## src/rtl/alc_gain_ramp_pkg.sv

```systemverilog
package alc_gain_ramp_pkg;

	typedef enum logic [1:0] {
		ST_OFF = 2'b01,
		ST_ON = 2'b10
	} alc_state_t;

	localparam int TIMER_W = 34;
	localparam int CLK_MHZ = 200;

	// per-step times at the base code, in ns
	localparam int ATK_NORM_NS = 104000;
	localparam int ATK_LIM_NS = 22700;
	localparam int DCY_NORM_NS = 410000;
	localparam int DCY_LIM_NS = 90800;
	localparam int HOLD_BASE_NS = 2670000;

	localparam logic [TIMER_W-1:0] ATK_NORM_CYC = TIMER_W'(ATK_NORM_NS * CLK_MHZ / 1000);
	localparam logic [TIMER_W-1:0] ATK_LIM_CYC = TIMER_W'(ATK_LIM_NS * CLK_MHZ / 1000);
	localparam logic [TIMER_W-1:0] DCY_NORM_CYC = TIMER_W'(DCY_NORM_NS * CLK_MHZ / 1000);
	localparam logic [TIMER_W-1:0] DCY_LIM_CYC = TIMER_W'(DCY_LIM_NS * CLK_MHZ / 1000);
	localparam logic [TIMER_W-1:0] HOLD_BASE_CYC = TIMER_W'(HOLD_BASE_NS * CLK_MHZ / 1000);

	// rate codes saturate here; hold code n doubles from code 1
	localparam logic [3:0] CODE_SAT = 4'ha;
	localparam logic [3:0] HOLD_SHIFT_MAX = 4'h9;

	// sample-rate scale in sixteenths
	localparam logic [4:0] SR_SCALE [0:7] = '{5'h10, 5'h11, 5'h10, 5'h11,
		5'h10, 5'h11, 5'h10, 5'h10};

	// register indices; byte address is four times the index
	localparam logic [5:0] IDX_RATE = 6'h07;
	localparam logic [5:0] IDX_ENABLE = 6'h20;
	localparam logic [5:0] IDX_TARGET = 6'h21;
	localparam logic [5:0] IDX_MODE = 6'h22;
	localparam logic [5:0] IDX_HOLD = 6'h23;
	localparam logic [5:0] IDX_ZC = 6'h2a;
	localparam logic [5:0] IDX_GAIN = 6'h2d;

	localparam int EN_BIT = 8;
	localparam int TARGET_LSB = 0;
	localparam int MODE_BIT = 8;
	localparam int RISE_LSB = 4;
	localparam int FALL_LSB = 0;
	localparam int HOLD_LSB = 4;
	localparam int ZC_BIT = 1;
	localparam int GAIN_LSB = 0;
	localparam int SILENCE_BIT = 6;
	localparam int RATE_LSB = 0;

	localparam logic [3:0] TARGET_RST = 4'hb;
	localparam logic [3:0] RISE_RST = 4'h3;
	localparam logic [3:0] FALL_RST = 4'h2;
	localparam logic [3:0] HOLD_RST = 4'h0;
	localparam logic [5:0] GAIN_RST = 6'h10;
	localparam logic [5:0] GAIN_MAX = 6'h3f;
	localparam logic [2:0] RATE_RST = 3'h0;

endpackage

```

## src/rtl/alc_pin_sync.sv

```systemverilog
`timescale 1ns/1ps
`default_nettype none
module alc_pin_sync #(
	parameter int WIDTH = 1
) (
	input wire logic clock_i,
	input wire logic resetn_i,
	input wire logic [WIDTH-1:0] pin_i,
	output logic [WIDTH-1:0] sync_o
);
	logic [WIDTH-1:0] stage1;

	always_ff @(posedge clock_i) begin
		if (!resetn_i) begin
			stage1 <= '0;
			sync_o <= '0;
		end else begin
			stage1 <= pin_i;
			sync_o <= stage1;
		end
	end
endmodule // alc_pin_sync
`default_nettype wire

```

## src/rtl/alc_interval_timer.sv

```systemverilog
`timescale 1ns/1ps
`default_nettype none
module alc_interval_timer #(
	parameter int WIDTH = 34
) (
	input wire logic clock_i,
	input wire logic resetn_i,
	input wire logic clear_i,
	input wire logic [WIDTH-1:0] limit_i,
	output logic done_o
);
	logic [WIDTH-1:0] count;

	// stops at the limit so a gated step can wait for a zero crossing
	assign done_o = count >= limit_i;

	always_ff @(posedge clock_i) begin
		if (!resetn_i || clear_i) begin
			count <= '0;
		end else if (!done_o) begin
			count <= count + WIDTH'(1);
		end
	end
endmodule // alc_interval_timer
`default_nettype wire

```

## src/rtl/alc_gain_ramp_control.sv

```systemverilog
// Functional notes
// - automatic gain control acts only while the enable bit is set, otherwise it leaves gain alone.
// - peak above target lowers gain at the attack rate, peak below target raises it at decay rate.
// - one mode bit selects normal level control or peak limiting.
// - attack step interval doubles per four-bit code from a mode-dependent base and saturates.
// - decay step interval doubles per four-bit code from a mode-dependent base and saturates.
// - attack timing governs every gain decrease and decay timing every gain increase.
// - limiter mode uses faster intervals than normal mode for the same code.
// - step intervals scale with the selected sample-rate setting.
// - normal mode keeps raising or lowering gain to hold the level at the target.
// - limiter mode cuts gain on peaks and never raises it above the captured start level.
// - starting directly in limiter mode captures the gain at start-up as the ceiling.
// - switching from normal to limiter while running captures the gain at switchover.
// - when disabled the gain freezes and changes only on a software write of the gain field.
// - with the zero-cross gate set steps wait for a zero crossing, otherwise apply at once.
`timescale 1ns/1ps
`default_nettype none
module alc_gain_ramp_control #(
	parameter int ADDR_W = 8,
	parameter logic [alc_gain_ramp_pkg::TIMER_W-1:0] ATK_NORM_CYC = alc_gain_ramp_pkg::ATK_NORM_CYC,
	parameter logic [alc_gain_ramp_pkg::TIMER_W-1:0] ATK_LIM_CYC = alc_gain_ramp_pkg::ATK_LIM_CYC,
	parameter logic [alc_gain_ramp_pkg::TIMER_W-1:0] DCY_NORM_CYC = alc_gain_ramp_pkg::DCY_NORM_CYC,
	parameter logic [alc_gain_ramp_pkg::TIMER_W-1:0] DCY_LIM_CYC = alc_gain_ramp_pkg::DCY_LIM_CYC,
	parameter logic [alc_gain_ramp_pkg::TIMER_W-1:0] HOLD_BASE_CYC = alc_gain_ramp_pkg::HOLD_BASE_CYC
) (
	input wire logic clock_i,
	input wire logic resetn_i,
	input wire logic psel_i,
	input wire logic penable_i,
	input wire logic pwrite_i,
	input wire logic [ADDR_W-1:0] paddr_i,
	input wire logic [31:0] pwdata_i,
	output logic [31:0] prdata_o,
	output logic pready_o,
	output logic pslverr_o,
	input wire logic [3:0] peak_code_i,
	input wire logic zero_cross_i,
	output logic [5:0] input_amp_gain_o,
	output logic input_amp_silence_o
);
	localparam int TW = alc_gain_ramp_pkg::TIMER_W;

	alc_gain_ramp_pkg::alc_state_t state;
	logic level_ctrl_enable;
	logic [3:0] target_level_code;
	logic limiter_select;
	logic [3:0] gain_rise_rate_code;
	logic [3:0] gain_fall_rate_code;
	logic [3:0] gain_rise_hold_code;
	logic zero_crossing_gate;
	logic [2:0] sample_rate_select;
	logic input_amp_silence;
	logic [5:0] gain;
	logic [5:0] ceiling;
	logic limiter_q;
	logic [1:0] dir_q;
	logic [TW-1:0] gap_cnt;
	logic [TW-1:0] below_cnt;
	logic [3:0] peak_s;
	logic zc_s;

	alc_pin_sync #(.WIDTH(5)) u_sync (
		.clock_i(clock_i),
		.resetn_i(resetn_i),
		.pin_i({zero_cross_i, peak_code_i}),
		.sync_o({zc_s, peak_s})
	);

	// apb decode
	wire [5:0] reg_idx = paddr_i[7:2];
	wire setup = psel_i && !penable_i;
	wire wr_en = psel_i && penable_i && pwrite_i;
	wire hit_rate = reg_idx == alc_gain_ramp_pkg::IDX_RATE;
	wire hit_enable = reg_idx == alc_gain_ramp_pkg::IDX_ENABLE;
	wire hit_target = reg_idx == alc_gain_ramp_pkg::IDX_TARGET;
	wire hit_mode = reg_idx == alc_gain_ramp_pkg::IDX_MODE;
	wire hit_hold = reg_idx == alc_gain_ramp_pkg::IDX_HOLD;
	wire hit_zc = reg_idx == alc_gain_ramp_pkg::IDX_ZC;
	wire hit_gain = reg_idx == alc_gain_ramp_pkg::IDX_GAIN;
	wire mapped = hit_rate | hit_enable | hit_target | hit_mode | hit_hold | hit_zc | hit_gain;

	wire [31:0] rd_rate = 32'(sample_rate_select) << alc_gain_ramp_pkg::RATE_LSB;
	wire [31:0] rd_enable = 32'(level_ctrl_enable) << alc_gain_ramp_pkg::EN_BIT;
	wire [31:0] rd_target = 32'(target_level_code) << alc_gain_ramp_pkg::TARGET_LSB;
	wire [31:0] rd_mode = (32'(limiter_select) << alc_gain_ramp_pkg::MODE_BIT)
		| (32'(gain_rise_rate_code) << alc_gain_ramp_pkg::RISE_LSB)
		| (32'(gain_fall_rate_code) << alc_gain_ramp_pkg::FALL_LSB);
	wire [31:0] rd_hold = 32'(gain_rise_hold_code) << alc_gain_ramp_pkg::HOLD_LSB;
	wire [31:0] rd_zc = 32'(zero_crossing_gate) << alc_gain_ramp_pkg::ZC_BIT;
	// gain reads back the live value, also while the loop runs
	wire [31:0] rd_gain = (32'(input_amp_silence) << alc_gain_ramp_pkg::SILENCE_BIT)
		| (32'(gain) << alc_gain_ramp_pkg::GAIN_LSB);
	wire [31:0] rd_mux = hit_rate ? rd_rate :
		hit_enable ? rd_enable :
		hit_target ? rd_target :
		hit_mode ? rd_mode :
		hit_hold ? rd_hold :
		hit_zc ? rd_zc :
		hit_gain ? rd_gain : 32'h0000_0000;

	assign pready_o = 1'b1;

	// read data and error latched in the setup cycle so they come from flops
	always_ff @(posedge clock_i) begin
		if (!resetn_i) begin
			prdata_o <= 32'h0000_0000;
			pslverr_o <= 1'b0;
		end else if (setup) begin
			prdata_o <= rd_mux;
			pslverr_o <= !mapped;
		end
	end

	always_ff @(posedge clock_i) begin
		if (!resetn_i) begin
			level_ctrl_enable <= 1'b0;
			target_level_code <= alc_gain_ramp_pkg::TARGET_RST;
			limiter_select <= 1'b0;
			gain_rise_rate_code <= alc_gain_ramp_pkg::RISE_RST;
			gain_fall_rate_code <= alc_gain_ramp_pkg::FALL_RST;
			gain_rise_hold_code <= alc_gain_ramp_pkg::HOLD_RST;
			zero_crossing_gate <= 1'b0;
			sample_rate_select <= alc_gain_ramp_pkg::RATE_RST;
			input_amp_silence <= 1'b0;
		end else if (wr_en) begin
			if (hit_enable) begin
				level_ctrl_enable <= pwdata_i[alc_gain_ramp_pkg::EN_BIT];
			end
			if (hit_target) begin
				target_level_code <= pwdata_i[alc_gain_ramp_pkg::TARGET_LSB +: 4];
			end
			if (hit_mode) begin
				limiter_select <= pwdata_i[alc_gain_ramp_pkg::MODE_BIT];
				gain_rise_rate_code <= pwdata_i[alc_gain_ramp_pkg::RISE_LSB +: 4];
				gain_fall_rate_code <= pwdata_i[alc_gain_ramp_pkg::FALL_LSB +: 4];
			end
			if (hit_hold) begin
				gain_rise_hold_code <= pwdata_i[alc_gain_ramp_pkg::HOLD_LSB +: 4];
			end
			if (hit_zc) begin
				zero_crossing_gate <= pwdata_i[alc_gain_ramp_pkg::ZC_BIT];
			end
			if (hit_rate) begin
				sample_rate_select <= pwdata_i[alc_gain_ramp_pkg::RATE_LSB +: 3];
			end
			if (hit_gain) begin
				input_amp_silence <= pwdata_i[alc_gain_ramp_pkg::SILENCE_BIT];
			end
		end
	end

	// interval selection
	wire [TW-1:0] sr_scale = TW'(alc_gain_ramp_pkg::SR_SCALE[sample_rate_select]);
	wire [TW-1:0] fall_base = limiter_select ? ATK_LIM_CYC : ATK_NORM_CYC;
	wire [TW-1:0] rise_base = limiter_select ? DCY_LIM_CYC : DCY_NORM_CYC;
	wire [TW-1:0] fall_scaled = TW'((fall_base * sr_scale) >> 4);
	wire [TW-1:0] rise_scaled = TW'((rise_base * sr_scale) >> 4);
	wire [TW-1:0] hold_scaled = TW'((HOLD_BASE_CYC * sr_scale) >> 4);
	wire [3:0] fall_sh = (gain_fall_rate_code > alc_gain_ramp_pkg::CODE_SAT) ?
		alc_gain_ramp_pkg::CODE_SAT : gain_fall_rate_code;
	wire [3:0] rise_sh = (gain_rise_rate_code > alc_gain_ramp_pkg::CODE_SAT) ?
		alc_gain_ramp_pkg::CODE_SAT : gain_rise_rate_code;
	wire [3:0] hold_sh = (gain_rise_hold_code > alc_gain_ramp_pkg::CODE_SAT) ?
		alc_gain_ramp_pkg::HOLD_SHIFT_MAX : 4'(gain_rise_hold_code - 4'h1);
	wire [TW-1:0] fall_iv = fall_scaled << fall_sh;
	wire [TW-1:0] rise_iv = rise_scaled << rise_sh;
	wire [TW-1:0] hold_iv = hold_scaled << hold_sh;

	// loop control
	wire on = state == alc_gain_ramp_pkg::ST_ON;
	wire start = (state == alc_gain_ramp_pkg::ST_OFF) && level_ctrl_enable;
	wire mode_rise = on && limiter_select && !limiter_q;
	wire capture = start || mode_rise;
	wire above = peak_s > target_level_code;
	wire below = peak_s < target_level_code;
	wire hold_tdone;
	wire hold_done = (gain_rise_hold_code == 4'h0) || hold_tdone;
	wire dir_dn = on && above;
	wire dir_up = on && below && hold_done;
	wire zc_ok = !zero_crossing_gate || zc_s;
	// normal mode may climb to the top code, limiter stops at the ceiling
	wire [5:0] top = limiter_select ? ceiling : alc_gain_ramp_pkg::GAIN_MAX;
	wire step_tdone;
	wire step_dn = dir_dn && step_tdone && zc_ok && !capture && (gain != 6'h00);
	wire step_up = dir_up && step_tdone && zc_ok && !capture && (gain < top);
	wire step_clear = !(dir_dn || dir_up) || ({dir_dn, dir_up} != dir_q) || step_dn || step_up;
	wire [TW-1:0] step_iv = dir_dn ? fall_iv : rise_iv;
	wire gain_wr_off = wr_en && hit_gain && !on;
	wire [5:0] next_gain = gain_wr_off ? pwdata_i[alc_gain_ramp_pkg::GAIN_LSB +: 6] :
		step_dn ? 6'(gain - 6'h01) :
		step_up ? 6'(gain + 6'h01) : gain;

	alc_interval_timer #(.WIDTH(TW)) u_step_timer (
		.clock_i(clock_i),
		.resetn_i(resetn_i),
		.clear_i(step_clear),
		.limit_i(step_iv),
		.done_o(step_tdone)
	);

	// hold restarts whenever the level stops being below target
	alc_interval_timer #(.WIDTH(TW)) u_hold_timer (
		.clock_i(clock_i),
		.resetn_i(resetn_i),
		.clear_i(!(on && below)),
		.limit_i(hold_iv),
		.done_o(hold_tdone)
	);

	always_ff @(posedge clock_i) begin
		if (!resetn_i) begin
			state <= alc_gain_ramp_pkg::ST_OFF;
		end else begin
			unique case (state)
				alc_gain_ramp_pkg::ST_OFF: begin
					if (level_ctrl_enable) begin
						state <= alc_gain_ramp_pkg::ST_ON;
					end
				end
				alc_gain_ramp_pkg::ST_ON: begin
					if (!level_ctrl_enable) begin
						state <= alc_gain_ramp_pkg::ST_OFF;
					end
				end
			endcase
		end
	end

	always_ff @(posedge clock_i) begin
		if (!resetn_i) begin
			gain <= alc_gain_ramp_pkg::GAIN_RST;
			ceiling <= alc_gain_ramp_pkg::GAIN_RST;
			limiter_q <= 1'b0;
			dir_q <= 2'b00;
		end else begin
			gain <= next_gain;
			limiter_q <= limiter_select;
			dir_q <= {dir_dn, dir_up};
			if (capture) begin
				ceiling <= gain;
			end
		end
	end

	assign input_amp_gain_o = gain;
	assign input_amp_silence_o = input_amp_silence;

	// cycles since the last gain step, read only by the checks below
	always_ff @(posedge clock_i) begin
		if (!resetn_i || step_dn || step_up) begin
			gap_cnt <= '0;
		end else if (gap_cnt != {TW{1'b1}}) begin
			gap_cnt <= gap_cnt + TW'(1);
		end
	end

	// cycles spent below target without a break, kept apart from the hold timer
	always_ff @(posedge clock_i) begin
		if (!resetn_i || !(on && below)) begin
			below_cnt <= '0;
		end else if (below_cnt != {TW{1'b1}}) begin
			below_cnt <= below_cnt + TW'(1);
		end
	end
endmodule // alc_gain_ramp_control
`default_nettype wire

```

## config.mk

```make
export PLATFORM = sky130hd
export DESIGN_NAME = alc_gain_ramp_control
export DESIGN_NICKNAME = d
export VERILOG_FILES = /design/src/rtl/alc_gain_ramp_pkg.sv /design/src/rtl/alc_pin_sync.sv /design/src/rtl/alc_interval_timer.sv /design/src/rtl/alc_gain_ramp_control.sv
export SDC_FILE = /design/constraint.sdc
export NUM_CORES = 1
export LEC_CHECK = 0
export ABC_CLOCK_PERIOD_IN_PS = 5700
export BUFFER_PORTS_ARGS = -buffer_cell sky130_fd_sc_hd__buf_2
export CELL_PAD_IN_SITES_DETAIL_PLACEMENT = 1
export CELL_PAD_IN_SITES_GLOBAL_PLACEMENT = 1
export CORE_UTILIZATION = 38
export DETAILED_ROUTE_END_ITERATION = 10
export GPL_TIMING_DRIVEN = 0
export PLACE_DENSITY = 0.74
export SETUP_SLACK_MARGIN = 0.3
export SLEW_MARGIN = 30
export SYNTH_ARGS = -nofsm -noshare
export SYNTH_HDL_FRONTEND = slang
export SYNTH_SLANG_ARGS = --single-unit
```

## constraint.sdc

```tcl
create_clock -name clock_i -period 5.7 [get_ports clock_i]
set_clock_uncertainty 0.15 [all_clocks]
set_input_delay 1.71 -clock clock_i [delete_from_list [all_inputs] [get_ports clock_i]]
set_output_delay 1.71 -clock clock_i [all_outputs]
set_load 0.02 [all_outputs]
```

# Yosys cells after proc, flatten, opt, wreduce, memory -nomap -nowiden
# Memories as Yosys holds them, arrays and structs flattened.
# Cells that the tools add are included.
# W data, S select, Z words.
# classes
n_mux	22
multipliers	3
shift	3
n_reduce_logical	48
add_sub_neg	5
bitwise_logic	10
n_eq_ne	12
order_cmp	9
# op_table
cell	count
$add A34 B1 Y34 const B	2
$ge A34 B34 Y1	2
$eq A6 B6 Y1 const B	6
$mux W9	4
$mux W34	1
$shl A16 B4 Y34	1
$shl A18 B4 Y34	1
$shl A21 B4 Y34	1
$mux W6	4
$mul A17 B5 Y22	1
$mul A16 B5 Y21 const A	1
$mul A15 B5 Y20	1
$logic_and A1 B1 Y1	19
$mux W17	1
$reduce_and A2 Y1	8
$mux W15	1
$mux W7	2
$gt A4 B4 Y1 const B	3
$mux W4	3
$mux W5	2
$logic_not A1 Y1	9
$logic_or A1 B1 Y1	9
$or A9 B4 Y9	1
$or A9 B8 Y9	1
21 further kinds	28
# totals
n_memories	1
rom_bits	40
word_cells	133
input_bits	50
output_inout_bits	41
ff_bits	151
# mem_list
name	depth	width	rd	rd_clocked_by_memory_dff	wr	line_no	rtl
(name not given)	8	5	1	0	0	alc_gain_ramp_control.sv:153	wire [TW-1:0] sr_scale = TW'(alc_gain_ramp_pkg::SR_SCALE[sample_rate_select]);

# Longest topological paths before layout
# Gate-level depths: netlist of run 1.
# logic_depth
depth_word	16
depth_mapped	29
mapped_depth_nobuf	26

# Modules after synthesis
# A second synthesis of run 1 with hierarchy kept.
# unflattened
cells_unflattened	1459
area_unflattened_um2	11164.5
# by_module_without_submodules
mod	cells_per_inst	n_inst	seq_area_each_um2	area_per_inst_um2
alc_gain_ramp_control	787	1	1001.0	5494.0
alc_interval_timer	326	2	680.7	2703.8
alc_pin_sync	20	1	200.2	262.8

# Worst setup path after synthesis of run 1
# Ideal clock, no wire load.
# synth_path
path_type	register to register
start	register sample_rate_select[0]
end	register gain[5] (netlist: input_amp_gain_o[5])
setup_time_ps	126
path_slack_ps	-286
period_less_slack_ps	5986
path_stages_with_launch	29
required_ps	5424
arrival_ps	5710
n_path_buf	4
path_cell_list	dfxtp_1 -> a21boi_1 -> clkbuf_1 -> ha_1 -> clkbuf_1 -> and3b_1 -> a21oi_1 -> o31ai_1 -> a21oi_1 -> nor2_1 -> a21oi_1 -> mux2_2 -> ha_1 -> nand4_1 -> a2111oi_0 -> a221o_1 -> buf_6 -> a21o_2 -> buf_2 -> nand3_1 -> inv_1 -> ha_1 -> a21o_1 -> a21o_1 -> a21o_1 -> a311oi_1 -> a311oi_1 -> o2111ai_1 -> nand3_1
# synth_between
elab_chain_len	14
elab_cells_between_ends	26
cone_classes	mul (3); order compare (2); shift (3); mux (5); bitwise (1); reduce/logical (11); memory (1)
# synth_rtl
item	line_no	rtl
start, declared	alc_gain_ramp_control.sv:51	logic [2:0] sample_rate_select;
start signal, assigned	alc_gain_ramp_control.sv:123	sample_rate_select <= alc_gain_ramp_pkg::RATE_RST;
start signal, assigned	alc_gain_ramp_control.sv:144	sample_rate_select <= pwdata_i[alc_gain_ramp_pkg::RATE_LSB +: 3];
$not A3 Y4 (implied by the code) *	alc_gain_ramp_control.sv:153	
$mem_v2 Z8 W5 *	n/a	
$mux W5 (implied by the code) * (2 in series)	alc_gain_ramp_control.sv:153	
$mul A17 B5 Y22, or another cell as far along	alc_gain_ramp_control.sv:157	wire [TW-1:0] rise_scaled = TW'((rise_base * sr_scale) >> 4);
$shl A18 B4 Y34, or another cell as far along	alc_gain_ramp_control.sv:166	wire [TW-1:0] rise_iv = rise_scaled << rise_sh;
$mux W34 or $ge A34 B34 Y1 (tied branches)	alc_gain_ramp_control.sv:187, alc_interval_timer.sv:15	
$ge A34 B34 Y1 or $logic_or A1 B1 Y1 (tied branches)	alc_interval_timer.sv:15, alc_gain_ramp_control.sv:177	
$logic_and A1 B1 Y1 (on tied branches)	alc_gain_ramp_control.sv:184, alc_gain_ramp_control.sv:179	
$logic_and A1 B1 Y1 (on tied branches) (3 in series)	alc_gain_ramp_control.sv:184, alc_gain_ramp_control.sv:185	
$mux W6 or $logic_and A1 B1 Y1 (tied branches)	alc_gain_ramp_control.sv:190, alc_gain_ramp_control.sv:185	
$mux W6 or $reduce_bool A3 Y1 (tied branches)	n/a	
end signal, assigned	alc_gain_ramp_control.sv:231	gain <= alc_gain_ramp_pkg::GAIN_RST;
end signal, assigned	alc_gain_ramp_control.sv:236	gain <= next_gain;
end, declared	alc_gain_ramp_control.sv:53	logic [5:0] gain;
# Every way passes the cells marked *; elsewhere a longest branch is shown, timed or not. The select of a mux whose other input is x is not followed.
# A chain may end at the register's enable or synchronous reset.

# Worst setup path in the final report of run 1
# layout_path
start	register sample_rate_select[2]
end	register gain[5] (netlist: input_amp_gain_o[5])
# Same word-level chain as after synthesis.

==> qor.txt, run 1 <==
CP peak stage delay: 0.36 ns
Die H: 170 um
CTS max path bufs: 2
Final ANT Viol Nets: 0
Min-delay worst type: reg2reg
Synth cell types: 97
DR vias/cell: 5.84
Top-count cell post-synth: nand2_1
WP data arrival: 5.64 ns
Lkg Pwr: 5.14 nW
Largest delay share family, worst path: compound AO/OA/AOI/OAI gates
HPWL after DPL: 27900 um
RSZ-0062 raised after global routing: true
Tot GR Track Use: 26.5%
# nets final: 1660
Finish-stage setup viols: 0
Final Worst Setup Slack: 0.224 ns
Wire per inst: 20.0 um
Post-synth top area cell: dfxtp_1
Worst slack at placement: -1.18 ns
Largest net degree at the start of global routing: 17
ANT cells: 0
Yosys warns: 0
WHS: 0.285 ns
Status: complete, no violations
Root Driver: clkbuf_16
Layout cells sized above 1: 18.4%
Area contributors post-synth: dfxtp_1 24%, ha_1 11%, a21oi_1 5.5%
Core Area: 27800 um^2
Effective utilization at floorplan: 38.6%
Final WL: 38100 um
Antenna violations before repair: 0
Clock slew at reported path FFs: 0.07 ns
Fill count: 3443
Critical Path Fanout Max: 4
Fraction of registers with async set or reset after synthesis: 0%
Achievable Freq: 183 MHz
Setup CP Type: reg2reg
Num Clock Sinks: 128
Overflow after GRT: 0
Pwr Density: 165 nW/um^2
Fin area: 12900 um^2
Hold Fails Final Rpt: 0
CP startpoint kind: register
Synthesized flop and latch total: 128
Buffers on Ports: 40
First DRT Iteration DRCs: 658
Top cells by count, synth: 149 x nand2_1, 128 x dfxtp_1, 117 x a21oi_1
Row count: 61
First-pass GRT wire length: 60300 um
DR pass1 iterations: 5
Vias in the first global route: 11143
Worst path bufs/invs: 5
Syn Inst Count: 1388
# DRC: 0
# IOs: 91
Max VDD drop: 0.000177 V
Worst Tran Pin Value: 0.945 ns
Final slew viol count: 0
Final min period: 5.48 ns
Post-synth EDFFs: 0
Clk Latency, worst-skew pair: 0.44 ns
GPL Wtd Cong: 0.917
Max-slew headroom: 36.6%
Cell Area, Synth: 10700 um^2
Vias: 11142
Slowest-stage cell, CP: dfxtp_4
Top FF cell, synth: dfxtp_1
CTS tree: done
Placed cell area: 11600 um^2
H-tree depth: 4
Avg Inst Size Synth: 7.73 um^2
Die area: 28900 um^2
Final Cycle Share: 96.1%
CTS Buf Count: 17
P&R area growth vs syn: 20.5%
Synth top area share: 23.9%
Placed Cells: 1834
Max Cap Violations: 0
CP required: 5.86 ns
Crit. End Element: register
Die W: 170 um
Non-Filler Instances: 1907
Register area share after synthesis: 23.9%
-- timing repair --
item / in CTS / in global routing
hold buffers: 0 / 0
setup endpoints to repair: 73 / 71
gates cloned: 0 / 1
hold endpoints to repair: 0 / 0
resized for setup: 96 / 41
pin swaps: 30 / 10
buffers inserted: 33 / 7
-- power breakdown --
group	total (mW)	internal, mW	switching, mW
Combinational	0.112	0.0422	0.0693
Sequential	0.911	0.904	0.00762
Clock	1.11	0.618	0.487
Total	2.13	1.56	0.564
-- through the flow --
stage | TNS [ns] | util [%] | total power [mW]
after floorplan | 0 | - | 1.00
after global placement | -19.37 | 41.6 | 1.04
after detailed placement | -23.64 | 41.6 | 1.04
after CTS | 0 | 45.9 | 2.13
after global routing | -0.0778 | 46.5 | 2.19
final | 0 | 46.5 | 2.13
-- layer usage --
layer / global-route usage (%) / part of all wire, % / up-vias
li1: - / - / 5321
met1: 34.1 / 45 / 5489
met2: 45.1 / 48 / 260
met3: 3.07 / 3.8 / 72
met4: 10.4 / 2.8 / 0
met5: 0 / 0 / -
-- final timing paths --
kind / slack, ns / cells past startpoint / end / from
setup / recovery: 0.22 / 28 / input_amp_gain_o[5]$_SDFFE_PN0P_ / sample_rate_select[2]$_SDFFE_PN0P_
hold / removal: 0.28 / 1 / u_sync.sync_o[4]$_SDFF_PN0_ / u_sync.stage1[4]$_SDFF_PN0_
setup reg to reg: 0.22 / 28 / input_amp_gain_o[5]$_SDFFE_PN0P_ / sample_rate_select[2]$_SDFFE_PN0P_
hold reg to reg: 0.28 / 1 / u_sync.sync_o[4]$_SDFF_PN0_ / u_sync.stage1[4]$_SDFF_PN0_
-- cell type report --
| type | instances | area (um^2) | share of cell area, % |
|---|---|---|---|
| inverters | 58 | 226 | 1.75 |
| repair buffers | 82 | 529 | 4.09 |
| well taps | 378 | 473 | 3.66 |
| flip-flops and latches | 128 | 2570 | 19.9 |
| plain buffers | 108 | 647 | 5.00 |
| multi-input cells | 1121 | 7910 | 61.2 |
| clock buffers | 18 | 439 | 3.40 |
| clock inverters | 14 | 133 | 1.03 |
-- flip-flops by register name, indices dropped and copies added, names as in the netlist, 5 cells and up --
name / flops
prdata_o: 9
input_amp_gain_o: 6
u_hold_timer.count: 34
u_step_timer.count: 34
u_sync.stage1: 5
u_sync.sync_o: 5
ceiling: 6
-- kinds of logic (layout without fill, tap and decap cells) --
| family | count (synthesis) | after routing | synth area share [%] |
|---|---|---|---|
| AO/OA/AOI/OAI | 387 | 387 | 25.1 |
| other | 2 | 29 | 0.0700 |
| adder cells (fa/ha/maj) | 94 | 94 | 11.0 |
| AND/OR/NAND/NOR | 525 | 525 | 25.0 |
| buffers and inverters | 166 | 280 | 7.01 |
| XOR/XNOR | 32 | 32 | 2.61 |
| flip-flops | 128 | 128 | 23.9 |
| multiplexers | 54 | 54 | 5.24 |
-- worst register-to-register path: cells and delay by family (launching register included) --
family | cells | cell delay, ns
AOI/OAI and AO/OA | 15 | 2.67
DFF | 1 | 0.36
buffers and inverters | 5 | 0.62
muxes | 1 | 0.28
and+or+nand+nor | 3 | 0.44
adders and majority gates | 3 | 0.69
xor gates and xnor gates | 1 | 0.15
-- cell usage in the layout, fill, tap and decap left out, types with 9 or more instances in the layout --
cell type,instances
clkbuf_1,41
a21boi_0,9
a41o_1,10
o21ai_1,15
conb_1,29
and4_1,9
inv_1,54
a21oi_1,111
a21o_1,16
and2_1,29
clkbuf_2,16
nand2b_1,14
buf_4,69
nor4_1,9
mux2i_1,42
dfxtp_1,124
buf_2,47
a211oi_1,13
nand3b_1,10
and3_1,18
nand2_1,148
a22oi_1,16
ha_1,90
nor2b_1,21
a31o_1,10
nand3_1,66
o21ai_0,54
nand4_1,33
clkbuf_16,18
nor3_1,22
a31oi_1,17
nor2_1,99
xnor2_1,25
No activity file was read; power rests on OpenSTA's default activity.
==> inputs of run 2 (changes only) <==
--- a/config.mk
+++ b/config.mk
@@ -9,10 +9,10 @@
 export BUFFER_PORTS_ARGS = -buffer_cell sky130_fd_sc_hd__buf_2
 export CELL_PAD_IN_SITES_DETAIL_PLACEMENT = 1
 export CELL_PAD_IN_SITES_GLOBAL_PLACEMENT = 1
-export CORE_UTILIZATION = 38
+export CORE_UTILIZATION = 41
 export DETAILED_ROUTE_END_ITERATION = 10
 export GPL_TIMING_DRIVEN = 0
-export PLACE_DENSITY = 0.74
+export PLACE_DENSITY = 0.78
 export SETUP_SLACK_MARGIN = 0.3
 export SLEW_MARGIN = 30
 export SYNTH_ARGS = -nofsm -noshare
==> run 2 against run 1 <==
Effect of this change:
- final area about the same
- global-route usage increased by 2.3 points
- worst hold slack improved by 0.0028 ns
- first-iteration DRC count decreased by 6.2%
- maximum frequency decreased by 2.8%
- count of clock-buffer cells in the layout decreased by 1
- utilization increased by 4.4 points
- via count increased by 1.1%
- sequential share of layout area about the same
- largest power group unchanged
==> qor.txt, run 2 (same netlist as run 1, synthesis figures left out) <==
Status: complete, no violations
GPL Wtd Cong: 0.928 (+1.2%)
Die area: 26800 um^2 (-7.2%)
Buffers on Ports: 40 (unchanged)
P&R area growth vs syn: 20.6% (about the same)
CTS tree: done
Vias: 11263 (+1.1%)
Final WL: 39300 um (+3.0%)
First DRT Iteration DRCs: 617 (-6.2%)
Clk Latency, worst-skew pair: 0.45 ns (about the same)
Min-delay worst type: reg2reg
Core Area: 25400 um^2 (-8.6%)
Lkg Pwr: 5.13 nW (-0.17%)
HPWL after DPL: 28200 um (+1.2%)
Max-slew headroom: 36.5% (-0.083 points)
Most used cell, CP: a21o_1
Final min period: 5.63 ns (+0.155 ns)
Fin util: 50.9% (+4.4 points)
Tot GR Track Use: 28.9% (+2.3 points)
Layout cells sized above 1: 18.2% (-0.14 points)
# DRC: 0 (unchanged)
Fill count: 3148 (-8.6%)
Finish-stage setup viols: 0 (unchanged)
DR vias/cell: 6.06 (+3.6%)
Largest net degree at the start of global routing: 17 (unchanged)
WP data arrival: 5.85 ns (+0.21 ns)
First-pass GRT wire length: 60400 um (+0.21%)
Crit. End Element: register
Non-Filler Instances: 1860 (-2.5%)
Most common cell after layout, fill and taps aside: nand2_1
# IOs: 91 (unchanged)
DR pass1 iterations: 6 (+1)
Antenna violations before repair: 0 (unchanged)
Pwr Density: 167 nW/um^2 (+1.7%)
Die H: 164 um (-3.7%)
Vias in the first global route: 11225 (+0.74%)
Root Driver: clkbuf_16
CP peak stage delay: 0.34 ns (-0.02 ns)
Worst Tran Pin Value: 0.952 ns (+0.00693 ns)
Effective utilization at floorplan: 42.2% (+3.6 points)
Row count: 58 (-4.9%)
Largest delay share family, worst path: compound AO/OA/AOI/OAI gates
Final Worst Setup Slack: 0.0682 ns (-0.155 ns)
Final slew viol count: 0 (unchanged)
RSZ-0062 raised after global routing: true
Regs by FF count: u_hold_timer.count (34), u_step_timer.count (34), prdata_o (9)
Slowest-stage cell, CP: dfxtp_2
CTS max path bufs: 2 (unchanged)
Critical Path Fanout Max: 4 (unchanged)
CP startpoint kind: register
CTS Buf Count: 17 (unchanged)
Worst path bufs/invs: 5 (unchanged)
H-tree depth: 4 (unchanged)
Clock slew at reported path FFs: 0.08 ns (about the same)
Num Clock Sinks: 128 (unchanged)
# nets final: 1661 (+0.060%)
Setup CP Type: reg2reg
Achievable Freq: 178 MHz (-2.8%)
Die W: 164 um (-3.7%)
Final Cycle Share: 98.8% (+2.7 points)
Final ANT Viol Nets: 0 (unchanged)
Worst slack at placement: -1.26 ns (-0.0857 ns)
ANT cells: 0 (unchanged)
CP required: 5.92 ns (+0.06 ns)
WHS: 0.287 ns (+0.00282 ns)
Max Cap Violations: 0 (unchanged)
Wire per inst: 21.1 um (+5.6%)
Max VDD drop: 0.000214 V (+21%)
Hold Fails Final Rpt: 0 (unchanged)
Overflow after GRT: 0 (unchanged)
Most frequent cells in the layout: 148 x nand2_1, 123 x dfxtp_1, 114 x a21oi_1
Post-CTS Hold Buffers: 0 (unchanged)
Placed Cells: 1786 (-2.6%)
==> run 2: worst paths after layout <==
check / start / endpoint / slack [ns] / depth (start not counted)
setup / recovery: sample_rate_select[0]$_SDFFE_PN0P_ / input_amp_gain_o[5]$_SDFFE_PN0P_ / 0.07 / 28
hold / removal: u_sync.stage1[0]$_SDFF_PN0_ / u_sync.sync_o[0]$_SDFF_PN0_ / 0.29 / 1
setup reg to reg: sample_rate_select[0]$_SDFFE_PN0P_ / input_amp_gain_o[5]$_SDFFE_PN0P_ / 0.07 / 28
hold reg to reg: u_sync.stage1[0]$_SDFF_PN0_ / u_sync.sync_o[0]$_SDFF_PN0_ / 0.29 / 1
==> run 2: final cells by class <==
class                   instances  area, um^2  share of cell area, %
plain buffers                 108         633                   4.89
clock buffers                  17         425                   3.29
clock inverters                15         164                   1.27
inverters                      58         226                   1.75
multi-input cells            1121        7920                   61.2
flip-flops and latches        128        2570                   19.9
well taps                     330         413                   3.19
repair buffers                 83         578                   4.47
==> run 2: repair_timing <==
item | 4_1_cts | 5_1_grt
resized for setup | 81 | 57
buffers inserted | 23 | 19
endpoints found under the setup margin | 73 | 73
pin swaps | 33 | 32
==> run 2: where the power goes <==
group | switching, mW | total, mW | internal [mW]
registers | 0.00770 | 0.911 | 0.903
logic | 0.0701 | 0.112 | 0.0423
clock network | 0.553 | 1.14 | 0.589
==> run 2: worst reg2reg max path: cells and delay by family (launching register included) <==
family	cells	cell delay, ns
buffers and inverters	5	0.61
muxes	1	0.33
AOI/OAI and AO/OA	13	2.38
and+or+nand+nor	6	1.12
DFF	1	0.34
adders and majority gates	3	0.63
==> run 2: stage by stage <==
stage / total power [mW] / setup TNS [ns] / instance area (um^2)
floorplan: 1.00 / 0 / 10900
global placement: 1.04 / -20.31 / 11500
detailed placement: 1.04 / -27.12 / 11500
CTS: 2.17 / 0 / 12600
global route: 2.22 / -0.181 / 12900
finish: 2.16 / 0 / 12900
==> run 2: per-layer routing <==
metal / track usage (%) / vias up / wire length [um]
li1: - / 5317 / -
met1: 35.8 / 5497 / 17200
met2: 49.2 / 361 / 18600
met3: 4.52 / 88 / 2010
met4: 12.6 / 0 / 1460
met5: 0 / - / 0
